`src/ieia_consts.vh`:
```
// Constants for the event and interrupt aggregator
`ifndef IEIA_CONSTS_VH
`define IEIA_CONSTS_VH

// Widths
`define IEIA_NUM_EVENTS 24
`define IEIA_NUM_STATUS 14
`define IEIA_ADDR_W 8
`define IEIA_DATA_W 32

// Register byte offsets
`define IEIA_OFF_INT_STAT 8'h00
`define IEIA_OFF_INT_EN 8'h04
`define IEIA_OFF_INT_SET 8'h08
`define IEIA_OFF_NEW_EVENT 8'h0C
`define IEIA_OFF_NEW_SET 8'h10
`define IEIA_OFF_SNAP_EVENT 8'h14
`define IEIA_OFF_EVENT 8'h18
`define IEIA_OFF_EVENT_EN 8'h1C

// Reset values
`define IEIA_EVENT_EN_RESET 24'hFFFFFF
`define IEIA_INT_EN_RESET 14'h0000
`define IEIA_EVENT_ZERO 24'h000000
`define IEIA_EVENT_ONES 24'hFFFFFF
`define IEIA_STATUS_ZERO 14'h0000
`define IEIA_DATA_ZERO 32'h00000000

// Event bit positions
`define IEIA_EV_OUTBOX_READ 0
`define IEIA_EV_INBOX_WRITE 1
`define IEIA_EV_BOOT_TIMEOUT 2
`define IEIA_EV_BOOT_PROTOCOL_ERROR 3
`define IEIA_EV_BOOT_SIZE_ERROR 4
`define IEIA_EV_BOOT_NO_DEVICE 5
`define IEIA_EV_BOOT_SUCCESS 6
`define IEIA_EV_TGT_COLLISION 7
`define IEIA_EV_TGT_TRANS_TIMEOUT 8
`define IEIA_EV_TGT_BYTE_TIMEOUT 9
`define IEIA_EV_TGT_CLK_LOW_TIMEOUT 10
`define IEIA_EV_TGT_REG_WRITE_DONE 11
`define IEIA_EV_TGT_REG_READ_DONE 12
`define IEIA_EV_TGT_TRANS_DONE 13
`define IEIA_EV_DIAG_TIMER_EXPIRED 14
`define IEIA_EV_DIAG_HISTORY_FILLING 15
`define IEIA_EV_DIAG_COMMAND_DONE 16
`define IEIA_EV_CTRL_COLLISION 17
`define IEIA_EV_CTRL_TRANS_TIMEOUT 18
`define IEIA_EV_CTRL_BYTE_TIMEOUT 19
`define IEIA_EV_CTRL_CLK_LOW_TIMEOUT 20
`define IEIA_EV_CTRL_NACK_RECEIVED 21
`define IEIA_EV_CTRL_ARB_TIMEOUT 22
`define IEIA_EV_CTRL_TRANS_DONE 23

// Events belonging to each status bit, index = status bit position
`define IEIA_GRP_OUTBOX_EMPTY 24'h000001
`define IEIA_GRP_INBOX_FULL 24'h000002
`define IEIA_GRP_BOOT_LOAD_FAIL 24'h00003C
`define IEIA_GRP_BOOT_LOAD_SUCCESS 24'h000040
`define IEIA_GRP_TGT_ACCESS_FAIL 24'h000780
`define IEIA_GRP_TGT_WRITE 24'h000800
`define IEIA_GRP_TGT_READ 24'h001000
`define IEIA_GRP_TGT_SUCCESS 24'h002000
`define IEIA_GRP_CTRL_DIAGNOSTIC 24'h01C000
`define IEIA_GRP_CTRL_COLLISION 24'h020000
`define IEIA_GRP_CTRL_TIMEOUT 24'h1C0000
`define IEIA_GRP_CTRL_NACK 24'h200000
`define IEIA_GRP_CTRL_ARB_TIMEOUT 24'h400000
`define IEIA_GRP_CTRL_SUCCESS 24'h800000

`endif

```
`src/ieia_aggregator.v`:
```
// Event and interrupt aggregator with APB register access
//
// Function
// - New bit sets on source, write-1, or interrupt-set write-1.
// - Event view is new OR snapshot.
// - Status read ORs new into snapshot, clears new.
// - Enabled events OR-ed per group into status bits.
// - Enabled status bits OR-ed into one interrupt.
// - Status write-1 clears related enabled events in snapshot only.
// - Pending related enabled new event keeps status set.
// - Snapshot readable, bitwise clearable; new events untouched.
// - New register readable, bitwise clearable.
// - Event write-1 clears snapshot and new bits.
// - Source event beats a clear in the same cycle.
// - Event enables all set after reset.
// - Outbox-empty from outbox read; inbox-full from inbox write.
// - Boot-fail from four boot errors; boot-success from its event.
// - Target-fail from collision and three target timeouts.
// - Target write, read and success from their done events.
// - Controller diagnostic from timer, history and command-done events.
// - Controller timeout from three timeouts; collision from collision event.
// - Controller nack, arbitration timeout and success from their events.
// - Interrupt stays high while any enabled status bit is set.
`timescale 1ns/100ps
`include "ieia_consts.vh"

module ieia_aggregator (
    // Clock and reset
    input wire I_CLOCK,
    input wire I_RST_N,
    // APB slave
    input wire I_PSEL,
    input wire I_PENABLE,
    input wire I_PWRITE,
    input wire [`IEIA_ADDR_W-1:0] I_PADDR,
    input wire [`IEIA_DATA_W-1:0] I_PWDATA,
    output wire O_PREADY,
    output reg [`IEIA_DATA_W-1:0] O_PRDATA,
    output wire O_PSLVERR,
    // Mailbox events
    input wire I_OUTBOX_READ_EVENT,
    input wire I_INBOX_WRITE_EVENT,
    // Boot loader events
    input wire I_BOOT_TIMEOUT_EVENT,
    input wire I_BOOT_PROTOCOL_ERROR_EVENT,
    input wire I_BOOT_SIZE_ERROR_EVENT,
    input wire I_BOOT_NO_DEVICE_EVENT,
    input wire I_BOOT_SUCCESS_EVENT,
    // Target engine events
    input wire I_TARGET_COLLISION_EVENT,
    input wire I_TARGET_TRANSACTION_TIMEOUT_EVENT,
    input wire I_TARGET_BYTE_TIMEOUT_EVENT,
    input wire I_TARGET_CLOCK_LOW_TIMEOUT_EVENT,
    input wire I_TARGET_REG_WRITE_DONE_EVENT,
    input wire I_TARGET_REG_READ_DONE_EVENT,
    input wire I_TARGET_TRANSACTION_DONE_EVENT,
    // Diagnostic events
    input wire I_DIAG_TIMER_EXPIRED_EVENT,
    input wire I_DIAG_HISTORY_FILLING_EVENT,
    input wire I_DIAG_COMMAND_DONE_EVENT,
    // Controller engine events
    input wire I_CONTROLLER_COLLISION_EVENT,
    input wire I_CONTROLLER_TRANSACTION_TIMEOUT_EVENT,
    input wire I_CONTROLLER_BYTE_TIMEOUT_EVENT,
    input wire I_CONTROLLER_CLOCK_LOW_TIMEOUT_EVENT,
    input wire I_CONTROLLER_NACK_RECEIVED_EVENT,
    input wire I_CONTROLLER_ARBITRATION_TIMEOUT_EVENT,
    input wire I_CONTROLLER_TRANSACTION_DONE_EVENT,
    // Interrupt toward the chip interrupt controller
    output reg O_IRQ,
    output reg [`IEIA_NUM_STATUS-1:0] O_INT_STATUS
);

    ////////////////////////////////////////////////////////////////////////
    // Address match, used for every register
    function hit;
        input [`IEIA_ADDR_W-1:0] addr;
        input [`IEIA_ADDR_W-1:0] offset;
        begin
            hit = (addr == offset);
        end
    endfunction

    // State
    reg [`IEIA_NUM_EVENTS-1:0] new_event;
    reg [`IEIA_NUM_EVENTS-1:0] event_snapshot_register;
    reg [`IEIA_NUM_EVENTS-1:0] event_enable;
    reg [`IEIA_NUM_STATUS-1:0] int_enable;
    reg slv_err;

    // Combinational
    wire [`IEIA_NUM_EVENTS-1:0] src_event;
    wire [`IEIA_NUM_EVENTS-1:0] event_view;
    wire [`IEIA_NUM_EVENTS-1:0] enabled_event;
    wire [`IEIA_NUM_STATUS-1:0] int_status;
    wire [`IEIA_NUM_STATUS-1:0] status_sel;
    wire [`IEIA_NUM_EVENTS-1:0] sel_event;
    wire [`IEIA_NUM_EVENTS-1:0] wr_event;
    wire setup;
    wire wr;
    wire rd_setup;
    wire snapshot;
    wire wr_int_stat;
    wire wr_int_en;
    wire wr_int_set;
    wire wr_new;
    wire wr_new_set;
    wire wr_snap;
    wire wr_event_view;
    wire wr_event_en;
    wire mapped;
    reg [`IEIA_NUM_EVENTS-1:0] clr_new;
    reg [`IEIA_NUM_EVENTS-1:0] set_new;
    reg [`IEIA_NUM_EVENTS-1:0] clr_snap;
    reg [`IEIA_NUM_EVENTS-1:0] next_new_event;
    reg [`IEIA_NUM_EVENTS-1:0] next_snap;
    reg [`IEIA_DATA_W-1:0] next_prdata;

    ////////////////////////////////////////////////////////////////////////
    // Source events onto fixed bits; same clock, no synchroniser
    assign src_event[`IEIA_EV_OUTBOX_READ] = I_OUTBOX_READ_EVENT;
    assign src_event[`IEIA_EV_INBOX_WRITE] = I_INBOX_WRITE_EVENT;
    assign src_event[`IEIA_EV_BOOT_TIMEOUT] = I_BOOT_TIMEOUT_EVENT;
    assign src_event[`IEIA_EV_BOOT_PROTOCOL_ERROR] = I_BOOT_PROTOCOL_ERROR_EVENT;
    assign src_event[`IEIA_EV_BOOT_SIZE_ERROR] = I_BOOT_SIZE_ERROR_EVENT;
    assign src_event[`IEIA_EV_BOOT_NO_DEVICE] = I_BOOT_NO_DEVICE_EVENT;
    assign src_event[`IEIA_EV_BOOT_SUCCESS] = I_BOOT_SUCCESS_EVENT;
    assign src_event[`IEIA_EV_TGT_COLLISION] = I_TARGET_COLLISION_EVENT;
    assign src_event[`IEIA_EV_TGT_TRANS_TIMEOUT] = I_TARGET_TRANSACTION_TIMEOUT_EVENT;
    assign src_event[`IEIA_EV_TGT_BYTE_TIMEOUT] = I_TARGET_BYTE_TIMEOUT_EVENT;
    assign src_event[`IEIA_EV_TGT_CLK_LOW_TIMEOUT] = I_TARGET_CLOCK_LOW_TIMEOUT_EVENT;
    assign src_event[`IEIA_EV_TGT_REG_WRITE_DONE] = I_TARGET_REG_WRITE_DONE_EVENT;
    assign src_event[`IEIA_EV_TGT_REG_READ_DONE] = I_TARGET_REG_READ_DONE_EVENT;
    assign src_event[`IEIA_EV_TGT_TRANS_DONE] = I_TARGET_TRANSACTION_DONE_EVENT;
    assign src_event[`IEIA_EV_DIAG_TIMER_EXPIRED] = I_DIAG_TIMER_EXPIRED_EVENT;
    assign src_event[`IEIA_EV_DIAG_HISTORY_FILLING] = I_DIAG_HISTORY_FILLING_EVENT;
    assign src_event[`IEIA_EV_DIAG_COMMAND_DONE] = I_DIAG_COMMAND_DONE_EVENT;
    assign src_event[`IEIA_EV_CTRL_COLLISION] = I_CONTROLLER_COLLISION_EVENT;
    assign src_event[`IEIA_EV_CTRL_TRANS_TIMEOUT] = I_CONTROLLER_TRANSACTION_TIMEOUT_EVENT;
    assign src_event[`IEIA_EV_CTRL_BYTE_TIMEOUT] = I_CONTROLLER_BYTE_TIMEOUT_EVENT;
    assign src_event[`IEIA_EV_CTRL_CLK_LOW_TIMEOUT] = I_CONTROLLER_CLOCK_LOW_TIMEOUT_EVENT;
    assign src_event[`IEIA_EV_CTRL_NACK_RECEIVED] = I_CONTROLLER_NACK_RECEIVED_EVENT;
    assign src_event[`IEIA_EV_CTRL_ARB_TIMEOUT] = I_CONTROLLER_ARBITRATION_TIMEOUT_EVENT;
    assign src_event[`IEIA_EV_CTRL_TRANS_DONE] = I_CONTROLLER_TRANSACTION_DONE_EVENT;

    ////////////////////////////////////////////////////////////////////////
    // Event view and status; view needs no storage
    assign event_view = new_event | event_snapshot_register;
    assign enabled_event = event_view & event_enable;

    // Grouping of events into status bits and back
    ieia_group_map u_map (
        .i_event(enabled_event),
        .o_status(int_status),
        .i_status_sel(status_sel),
        .o_event_sel(sel_event)
    );

    ////////////////////////////////////////////////////////////////////////
    // APB phases; zero wait states so pready is always high
    assign O_PREADY = 1'b1;
    assign setup = I_PSEL & ~I_PENABLE;
    assign wr = I_PSEL & I_PENABLE & I_PWRITE;
    assign rd_setup = setup & ~I_PWRITE;
    assign O_PSLVERR = I_PSEL & I_PENABLE & slv_err;

    // Snapshot taken with the status read data, so the read and the
    // snapshot see the same set of events
    assign snapshot = rd_setup & hit(I_PADDR, `IEIA_OFF_INT_STAT);

    // Write decode at the access edge
    assign wr_int_stat = wr & hit(I_PADDR, `IEIA_OFF_INT_STAT);
    assign wr_int_en = wr & hit(I_PADDR, `IEIA_OFF_INT_EN);
    assign wr_int_set = wr & hit(I_PADDR, `IEIA_OFF_INT_SET);
    assign wr_new = wr & hit(I_PADDR, `IEIA_OFF_NEW_EVENT);
    assign wr_new_set = wr & hit(I_PADDR, `IEIA_OFF_NEW_SET);
    assign wr_snap = wr & hit(I_PADDR, `IEIA_OFF_SNAP_EVENT);
    assign wr_event_view = wr & hit(I_PADDR, `IEIA_OFF_EVENT);
    assign wr_event_en = wr & hit(I_PADDR, `IEIA_OFF_EVENT_EN);

    // Status-bit data for both status clear and interrupt set
    assign status_sel = I_PWDATA[`IEIA_NUM_STATUS-1:0];
    assign wr_event = I_PWDATA[`IEIA_NUM_EVENTS-1:0];

    // Any defined offset
    assign mapped = hit(I_PADDR, `IEIA_OFF_INT_STAT) | hit(I_PADDR, `IEIA_OFF_INT_EN)
        | hit(I_PADDR, `IEIA_OFF_INT_SET) | hit(I_PADDR, `IEIA_OFF_NEW_EVENT)
        | hit(I_PADDR, `IEIA_OFF_NEW_SET) | hit(I_PADDR, `IEIA_OFF_SNAP_EVENT)
        | hit(I_PADDR, `IEIA_OFF_EVENT) | hit(I_PADDR, `IEIA_OFF_EVENT_EN);

    ////////////////////////////////////////////////////////////////////////
    // Set and clear terms of the new-event register
    always @* begin
        clr_new = `IEIA_EVENT_ZERO;
        set_new = src_event;
        if (snapshot) begin
            clr_new = `IEIA_EVENT_ONES;
        end
        if (wr_new) begin
            clr_new = clr_new | wr_event;
        end
        if (wr_event_view) begin
            clr_new = clr_new | wr_event;
        end
        if (wr_new_set) begin
            set_new = set_new | wr_event;
        end
        if (wr_int_set) begin
            set_new = set_new | sel_event;
        end
    end

    // Set beats clear
    always @* begin
        next_new_event = (new_event & ~clr_new) | set_new;
    end

    ////////////////////////////////////////////////////////////////////////
    // Clear terms of the snapshot register; new events stay intact here,
    // which keeps the status set if a fresh event arrived after the read
    always @* begin
        clr_snap = `IEIA_EVENT_ZERO;
        if (wr_int_stat) begin
            clr_snap = sel_event & event_enable;
        end
        if (wr_snap) begin
            clr_snap = clr_snap | wr_event;
        end
        if (wr_event_view) begin
            clr_snap = clr_snap | wr_event;
        end
    end

    // Snapshot ORs pending new events in
    always @* begin
        next_snap = event_snapshot_register & ~clr_snap;
        if (snapshot) begin
            next_snap = next_snap | new_event;
        end
    end

    ////////////////////////////////////////////////////////////////////////
    // Event registers
    always @(posedge I_CLOCK) begin
        if (!I_RST_N) begin
            new_event <= `IEIA_EVENT_ZERO;
            event_snapshot_register <= `IEIA_EVENT_ZERO;
        end else begin
            new_event <= next_new_event;
            event_snapshot_register <= next_snap;
        end
    end

    ////////////////////////////////////////////////////////////////////////
    // Enable registers; all events enabled by default
    always @(posedge I_CLOCK) begin
        if (!I_RST_N) begin
            event_enable <= `IEIA_EVENT_EN_RESET;
            int_enable <= `IEIA_INT_EN_RESET;
        end else begin
            if (wr_event_en) begin
                event_enable <= wr_event;
            end
            if (wr_int_en) begin
                int_enable <= status_sel;
            end
        end
    end

    ////////////////////////////////////////////////////////////////////////
    // Read data, latched in the setup cycle
    always @* begin
        next_prdata = `IEIA_DATA_ZERO;
        if (hit(I_PADDR, `IEIA_OFF_INT_STAT)) begin
            next_prdata[`IEIA_NUM_STATUS-1:0] = int_status;
        end
        if (hit(I_PADDR, `IEIA_OFF_INT_EN)) begin
            next_prdata[`IEIA_NUM_STATUS-1:0] = int_enable;
        end
        if (hit(I_PADDR, `IEIA_OFF_NEW_EVENT)) begin
            next_prdata[`IEIA_NUM_EVENTS-1:0] = new_event;
        end
        if (hit(I_PADDR, `IEIA_OFF_NEW_SET)) begin
            next_prdata[`IEIA_NUM_EVENTS-1:0] = new_event;
        end
        if (hit(I_PADDR, `IEIA_OFF_SNAP_EVENT)) begin
            next_prdata[`IEIA_NUM_EVENTS-1:0] = event_snapshot_register;
        end
        if (hit(I_PADDR, `IEIA_OFF_EVENT)) begin
            next_prdata[`IEIA_NUM_EVENTS-1:0] = event_view;
        end
        if (hit(I_PADDR, `IEIA_OFF_EVENT_EN)) begin
            next_prdata[`IEIA_NUM_EVENTS-1:0] = event_enable;
        end
    end

    // Bus response; error for undefined offsets
    always @(posedge I_CLOCK) begin
        if (!I_RST_N) begin
            O_PRDATA <= `IEIA_DATA_ZERO;
            slv_err <= 1'b0;
        end else if (setup) begin
            O_PRDATA <= I_PWRITE ? `IEIA_DATA_ZERO : next_prdata;
            slv_err <= ~mapped;
        end
    end

    ////////////////////////////////////////////////////////////////////////
    // Interrupt line and status mirror; registered for a clean output,
    // at the price of one cycle of latency behind the status
    always @(posedge I_CLOCK) begin
        if (!I_RST_N) begin
            O_IRQ <= 1'b0;
            O_INT_STATUS <= `IEIA_STATUS_ZERO;
        end else begin
            O_IRQ <= |(int_status & int_enable);
            O_INT_STATUS <= int_status;
        end
    end

endmodule

```
`src/ieia_group_map.v`:
```
// Status bit grouping of events, both directions
`timescale 1ns/100ps
`include "ieia_consts.vh"

module ieia_group_map (
    // Enabled events in, status out
    input wire [`IEIA_NUM_EVENTS-1:0] i_event,
    output wire [`IEIA_NUM_STATUS-1:0] o_status,
    // Status bit selection in, related events out
    input wire [`IEIA_NUM_STATUS-1:0] i_status_sel,
    output reg [`IEIA_NUM_EVENTS-1:0] o_event_sel
);

    // Event mask of one status bit
    function [`IEIA_NUM_EVENTS-1:0] grp_mask;
        input integer s;
        begin
            case (s)
                0: grp_mask = `IEIA_GRP_OUTBOX_EMPTY;
                1: grp_mask = `IEIA_GRP_INBOX_FULL;
                2: grp_mask = `IEIA_GRP_BOOT_LOAD_FAIL;
                3: grp_mask = `IEIA_GRP_BOOT_LOAD_SUCCESS;
                4: grp_mask = `IEIA_GRP_TGT_ACCESS_FAIL;
                5: grp_mask = `IEIA_GRP_TGT_WRITE;
                6: grp_mask = `IEIA_GRP_TGT_READ;
                7: grp_mask = `IEIA_GRP_TGT_SUCCESS;
                8: grp_mask = `IEIA_GRP_CTRL_DIAGNOSTIC;
                9: grp_mask = `IEIA_GRP_CTRL_COLLISION;
                10: grp_mask = `IEIA_GRP_CTRL_TIMEOUT;
                11: grp_mask = `IEIA_GRP_CTRL_NACK;
                12: grp_mask = `IEIA_GRP_CTRL_ARB_TIMEOUT;
                13: grp_mask = `IEIA_GRP_CTRL_SUCCESS;
                default: grp_mask = `IEIA_EVENT_ZERO;
            endcase
        end
    endfunction

    ////////////////////////////////////////////////////////////////////////
    // Each status bit is the OR of its enabled events
    genvar g;
    generate
        for (g = 0; g < `IEIA_NUM_STATUS; g = g + 1) begin : g_status
            assign o_status[g] = |(i_event & grp_mask(g));
        end
    endgenerate

    ////////////////////////////////////////////////////////////////////////
    // Expand selected status bits back to their events
    integer k;
    always @* begin
        o_event_sel = `IEIA_EVENT_ZERO;
        for (k = 0; k < `IEIA_NUM_STATUS; k = k + 1) begin
            if (i_status_sel[k]) begin
                o_event_sel = o_event_sel | grp_mask(k);
            end
        end
    end

endmodule

```
`config.mk`:
```
export PLATFORM = sky130hd
export DESIGN_NAME = ieia_aggregator
export DESIGN_NICKNAME = d
export VERILOG_FILES = /design/src/ieia_aggregator.v /design/src/ieia_group_map.v
export VERILOG_INCLUDE_DIRS = /design/src
export SDC_FILE = /design/constraint.sdc
export NUM_CORES = 1
export LEC_CHECK = 0
export BUFFER_PORTS_ARGS = -buffer_cell sky130_fd_sc_hd__buf_2
export CORE_ASPECT_RATIO = 0.6
export CORE_UTILIZATION = 56
export CTS_CLUSTER_DIAMETER = 60
export DETAILED_ROUTE_END_ITERATION = 7
export PLACE_DENSITY_LB_ADDON = 0.08
export SLEW_MARGIN = 20
export SYNTH_ARGS = -nofsm -noshare
export SYNTH_HDL_FRONTEND = slang
export SYNTH_SLANG_ARGS = --single-unit
```
`constraint.sdc`:
```
create_clock -name I_CLOCK -period 1.9 [get_ports I_CLOCK]
set_input_delay 0.095 -clock I_CLOCK [delete_from_list [all_inputs] [get_ports I_CLOCK]]
set_output_delay 0.095 -clock I_CLOCK [all_outputs]
set_load 0.005 [all_outputs]
```
After elaboration in Yosys (flattened, before gate mapping)
Cells that the tools add are included.
{ "totals": {"register_bits": 134, "latchBits": 0, "ram_bits": 0, "mem_bits_ro": 0, "in_bits": 69, "output_inout_bits": 49, "mem_count": 0} }
{ "classes": {"n_addsub": 0, "mul": 0, "div_mod_pow": 0, "n_lt_le_gt_ge": 0, "n_eq_ne": 7, "shift": 0, "muxes": 44, "bitwise_logic": 53, "reduce_logical": 6} }
{ "ops": {"columns": ["operator", "n"], "rows": [
  ["2-to-1 mux 24 bit", 41],
  ["bitwise OR 24 bit", 21],
  ["AND 24 bit", 4],
  ["inverter 24 bit", 2],
  ["== test 8 x 5 -> 1 bit (second input constant)", 4],
  ["2-to-1 mux 14 bit", 2],
  ["bitwise OR 1 x 24 -> 24 bit", 1],
  ["== test 8 x 4 -> 1 bit (second input constant)", 2],
  ["AND 1 bit", 14],
  ["AND 14 bit", 1],
  ["OR reduction 14 bit", 1],
  ["== test 8 x 3 -> 1 bit (second input constant)", 1],
  ["logical NOT 8 bit", 1],
  ["OR reduction 4 bit", 2],
  ["bitwise OR 1 bit", 7],
  ["OR reduction 3 bit", 2],
  ["inverter 1 bit", 3],
  ["2-to-1 mux 1 bit", 1]
]} }

Logic depth before layout (Yosys ltp)
{ "depth": {"word_depth": 37, "depth_mapped": 8} }

Modules after synthesis
Synthesis repeated with hierarchy kept, for this count alone.
{ "hier_totals": {"hier_cells": 875, "area_unflattened_um2": 7084.3} }
{ "modules_own_cells": {"columns": ["module", "n_inst", "cells_per_inst", "area_per_inst_um2"], "rows": [
  ["ieia_aggregator", 1, 837, 6801.5],
  ["ieia_group_map", 1, 38, 282.8]
]} }

Least setup slack after synthesis
Ideal clock, no wire load.
{ "synth_timing": {"path_kind": "input-to-reg", "startpoint": "input I_PADDR[4]", "endpoint": "register int_enable[10]", "setup_time_ns": 0.132, "t_arrival_ns": 1.443, "t_required_ns": 1.768, "slack_ns": 0.325, "cell_stages": 8, "cell_sequence": "buf_6 > nor4_4 > nand2_2 > or3_1 > buf_2 > buf_6 > nand2_1 > a21oi_1"} }
{ "synth_between": {"elab_chain_cells": 2} }
{ "synth_lines": {"columns": ["element", "line", "text"], "rows": [
  ["from (decl)", "ieia_aggregator.v:35", "input wire [`IEIA_ADDR_W-1:0] I_PADDR,"],
  ["== test 8 x 3 -> 1 bit", "ieia_aggregator.v:80", "hit = (addr == offset);"],
  ["AND 1 bit", "ieia_aggregator.v:173", "assign wr_int_en = wr & hit(I_PADDR, `IEIA_OFF_INT_EN);"],
  ["to (signal assigned)", "ieia_aggregator.v:259", "int_enable <= `IEIA_INT_EN_RESET;"],
  ["to (signal assigned)", "ieia_aggregator.v:265", "int_enable <= status_sel;"],
  ["to (decl)", "ieia_aggregator.v:88", "reg [`IEIA_NUM_STATUS-1:0] int_enable;"]
]} }
No other way between the ends.
A chain may end at the register's enable or synchronous reset.

Worst setup path after layout
{ "layout_timing": {"startpoint": "register new_event[11]", "endpoint": "register O_IRQ"} }
{ "layout_between": {"elab_chain_cells": 4} }
{ "layout_lines": {"columns": ["element", "line", "text"], "rows": [
  ["from (decl)", "ieia_aggregator.v:85", "reg [`IEIA_NUM_EVENTS-1:0] new_event;"],
  ["from (signal assigned)", "ieia_aggregator.v:246", "new_event <= `IEIA_EVENT_ZERO;"],
  ["from (signal assigned)", "ieia_aggregator.v:249", "new_event <= next_new_event;"],
  ["bitwise OR 24 bit", "ieia_aggregator.v:148", "assign event_view = new_event | event_snapshot_register;"],
  ["AND 24 bit", "ieia_aggregator.v:149", "assign enabled_event = event_view & event_enable;"],
  ["AND 14 bit", "ieia_aggregator.v:316", "O_IRQ <= |(int_status & int_enable);"],
  ["OR reduction 14 bit", "ieia_aggregator.v:316", null],
  ["to (signal assigned)", "ieia_aggregator.v:316", null],
  ["to (decl)", "ieia_aggregator.v:70", "output reg O_IRQ,"]
]} }
No other way between the ends.

==> impl_metrics.ini <==
[run_status]
status = finished, violations left
violations = DRC, hold timing

[place]
dpl-instance-area_um2 = 7051
io_buffers = 100
final_weighted_congestion_in_routability_driven_placement = 0.9599
placement.setup.worst_slack_ns = 0.07925
dp.final_hpwl_mm = 15.20

[timing]
fmaxAchievable_mhz = 585.9
period_needed_ns = 1.707
finalHoldWorstSlack_ns = -0.001684
report.final.hold_viol_count = 1
setup-violations-final = 0
finalCritPeriodShare_pct = 89.83
report.final.slew_viol_count = 0
timing_worst_slew_pin_value_ns = 0.6837
setup_tns_ns = 0
max_slew_margin_pct = 54.42
rsz0062_at_grt = false
clock_skew_ns = 0.009923
layout_setup_ws_ns = 0.1932

[worst_setup_path]
crit_required_ns = 2.15
critPathMaxFanout = 5
critical_path.startpoint_type = flip-flop
worst_setup_end_kind = flip-flop
slowest_stage = a221oi_1
worst_path_buf_inv = 0
critical-path-top-delay-family = compound AO/OA/AOI/OAI gates
critPathArrivalTime_ns = 1.95
cpPeakStageDelay_ns = 0.43
critical_path_cell_by_cell = o21a_1, a22oi_1, nand2_1, a221oi_1, a31oi_1
critical_path_class = reg -> reg

[drt]
viasPerCell = 6.749
wl_per_cell_um = 21.98
route.final.wire_length_mm = 23.13
vias = 7100
drc_errors = 9
first_iter_violations = 1034
detail-route-antenna-nets = 0
drt_pass1_iterations = 8

[final_layout]
design_area_um2 = 7898
area_growth_syn_to_layout_pct = 24.94
final_core_utilization_pct = 73.28
antenna-diode-count = 0
nets = 969
final_layout_size_suffix_gt1_share_pct = 20.04

[floorplan]
core_area_um2 = 10780
placement_rows = 29
die_height_um = 84.30
design.die.area_um2 = 11730
start_util_pct = 58.66
die_x_um = 139.2
top_ports = 118

[cts]
cts_hold_buf = 26
post_cts.resized_instances = 0
number_of_setup_buffers_added_after_cts = 0
cts_sinks = 126
root_buffer = clkbuf_16
cts.clk_slew.worst_paths_ns = 0.06
numCtsBuffers = 17
cts-root-to-sink-buffers = 2
htree_num_levels = 4
clk_latency_ns = 0.42
clock_tree_from_tritoncts = done

[yosys]
synthesis.area_per_instance_um2 = 8.104
ys_seq_elements = 126
synth_top_flop_cell = dfxtp_1
synth_warnings = 0
post_synth_instance_area_um2 = 6321
synth_cell_type_count = 49
ys_async_sr_fraction_pct = 0
post_synth_inst_count = 780
yosysSeqAreaShare_pct = 39.90
edff_count_synth = 0

[pwr]
power.density_nw_per_um2 = 838.4
power.static_leakage_nw = 3.182
power.ir.vdd_worst_v = 0.0005848

[global_route]
globalRouteTotalUtil_pct = 40.11
grt_overflow = 0
grt_antenna_before_repair = 0
grt_start_max_net_pins = 51
first_global_vias = 6831
grt_first_pass_wirelength_mm = 36.44

[hold_path]
type_of_the_most_critical_hold_path = in -> reg

[run]
max_cap_viol_count = 0
-- metrics by stage --
step | cells | power, mW
floorplan | 787 | 3.132
global placement | 994 | 3.347
detailed placement | 994 | 3.366
CTS | 1052 | 6.584
global route | 1052 | 6.780
finish | 1052 | 6.621
-- state kept, by name (all words and copies together), names as in the netlist --
register	count
event_enable	24
O_IRQ	1
O_INT_STATUS	14
int_enable	14
slv_err	1
O_PRDATA	24
new_event	24
event_snapshot_register	24
-- cell usage after synthesis, drive strengths merged, types with 16 or more instances --
master / count / area, um2
dfxtp: 126 / 2522
nand2: 109 / 411.7
o21ai: 56 / 284.0
a32o: 16 / 160.2
clkbuf: 38 / 143.9
a31oi: 35 / 219.0
a22oi: 22 / 170.2
a21oi: 78 / 394.1
buf: 36 / 217.7
and2: 20 / 125.1
inv: 25 / 93.84
o211ai: 61 / 457.9
nor2: 24 / 90.09
o21a: 24 / 180.2
-- worst reg2reg max path: cells and delay by family, from the launching register on --
kind,cells,cell delay (ns)
AO/OA/AOI/OAI,4,1.12
flip-flops,1,0.35
AND/OR/NAND/NOR,1,0.08
-- final cells by class --
type,instances,area (um2)
clock buffer,22,474.2
clock inverter,10,112.6
fill,853,2879
inverter,26,97.59
multi-input combinational,561,3366
sequential,126,2522
tap,139,173.9
timing repair buffer,168,1151
-- logic make-up (layout without fill, tap and decap cells) --
group / Yosys count / after routing / share of synthesized area (%)
AOI/OAI and AO/OA: 351 / 351 / 37.01
and+or+nand+nor: 199 / 199 / 15.40
DFF: 126 / 126 / 39.91
buffers and inverters: 100 / 226 / 7.264
other: 2 / 9 / 0.1188
adders and majority gates: 1 / 1 / 0.1584
xor gates and xnor gates: 1 / 1 / 0.1386
-- worst paths after layout --
kind	depth (start not counted)	slack, ns	from	end
worst max-delay path	5	0.19	new_event[11]	O_IRQ
worst min-delay path	3	-0.002	I_BOOT_SIZE_ERROR_EVENT	new_event[4]
worst max register to register	5	0.19	new_event[11]	O_IRQ
worst min register to register	2	0.44	O_PRDATA[22]	O_PRDATA[22]
-- power by group --
part	internal, mW	switching [mW]
sequential	2.70	0.0544
clock	2.03	1.21
combinational	0.247	0.383
-- routing by layer --
layer / routed length (um) / share of wire (%) / global-route usage (%) / vias to the layer above
li1: - / - / - / 3133
met1: 9496 / 41 / 54.63 / 3331
met2: 9965 / 43 / 60.93 / 573
met3: 3045 / 13 / 9.184 / 63
met4: 621 / 2.7 / 17.88 / 0
met5: 0 / 0 / 0 / -
-- cells in the final DEF (no fill, tap or decap), types with 17 or more instances in the layout --
cell and count:
a22oi_1 21, buf_4 36, inv_1 25, nand2_1 108, o21a_1 24, o21ai_0 51
dlygate4sd3_1 26, dfxtp_1 126, o211ai_1 61, a21oi_1 77, clkbuf_16 17, a31oi_1 35
and2_1 18, buf_2 100, nor2_1 24
Note: power is estimated with default switching activity, not from simulation.
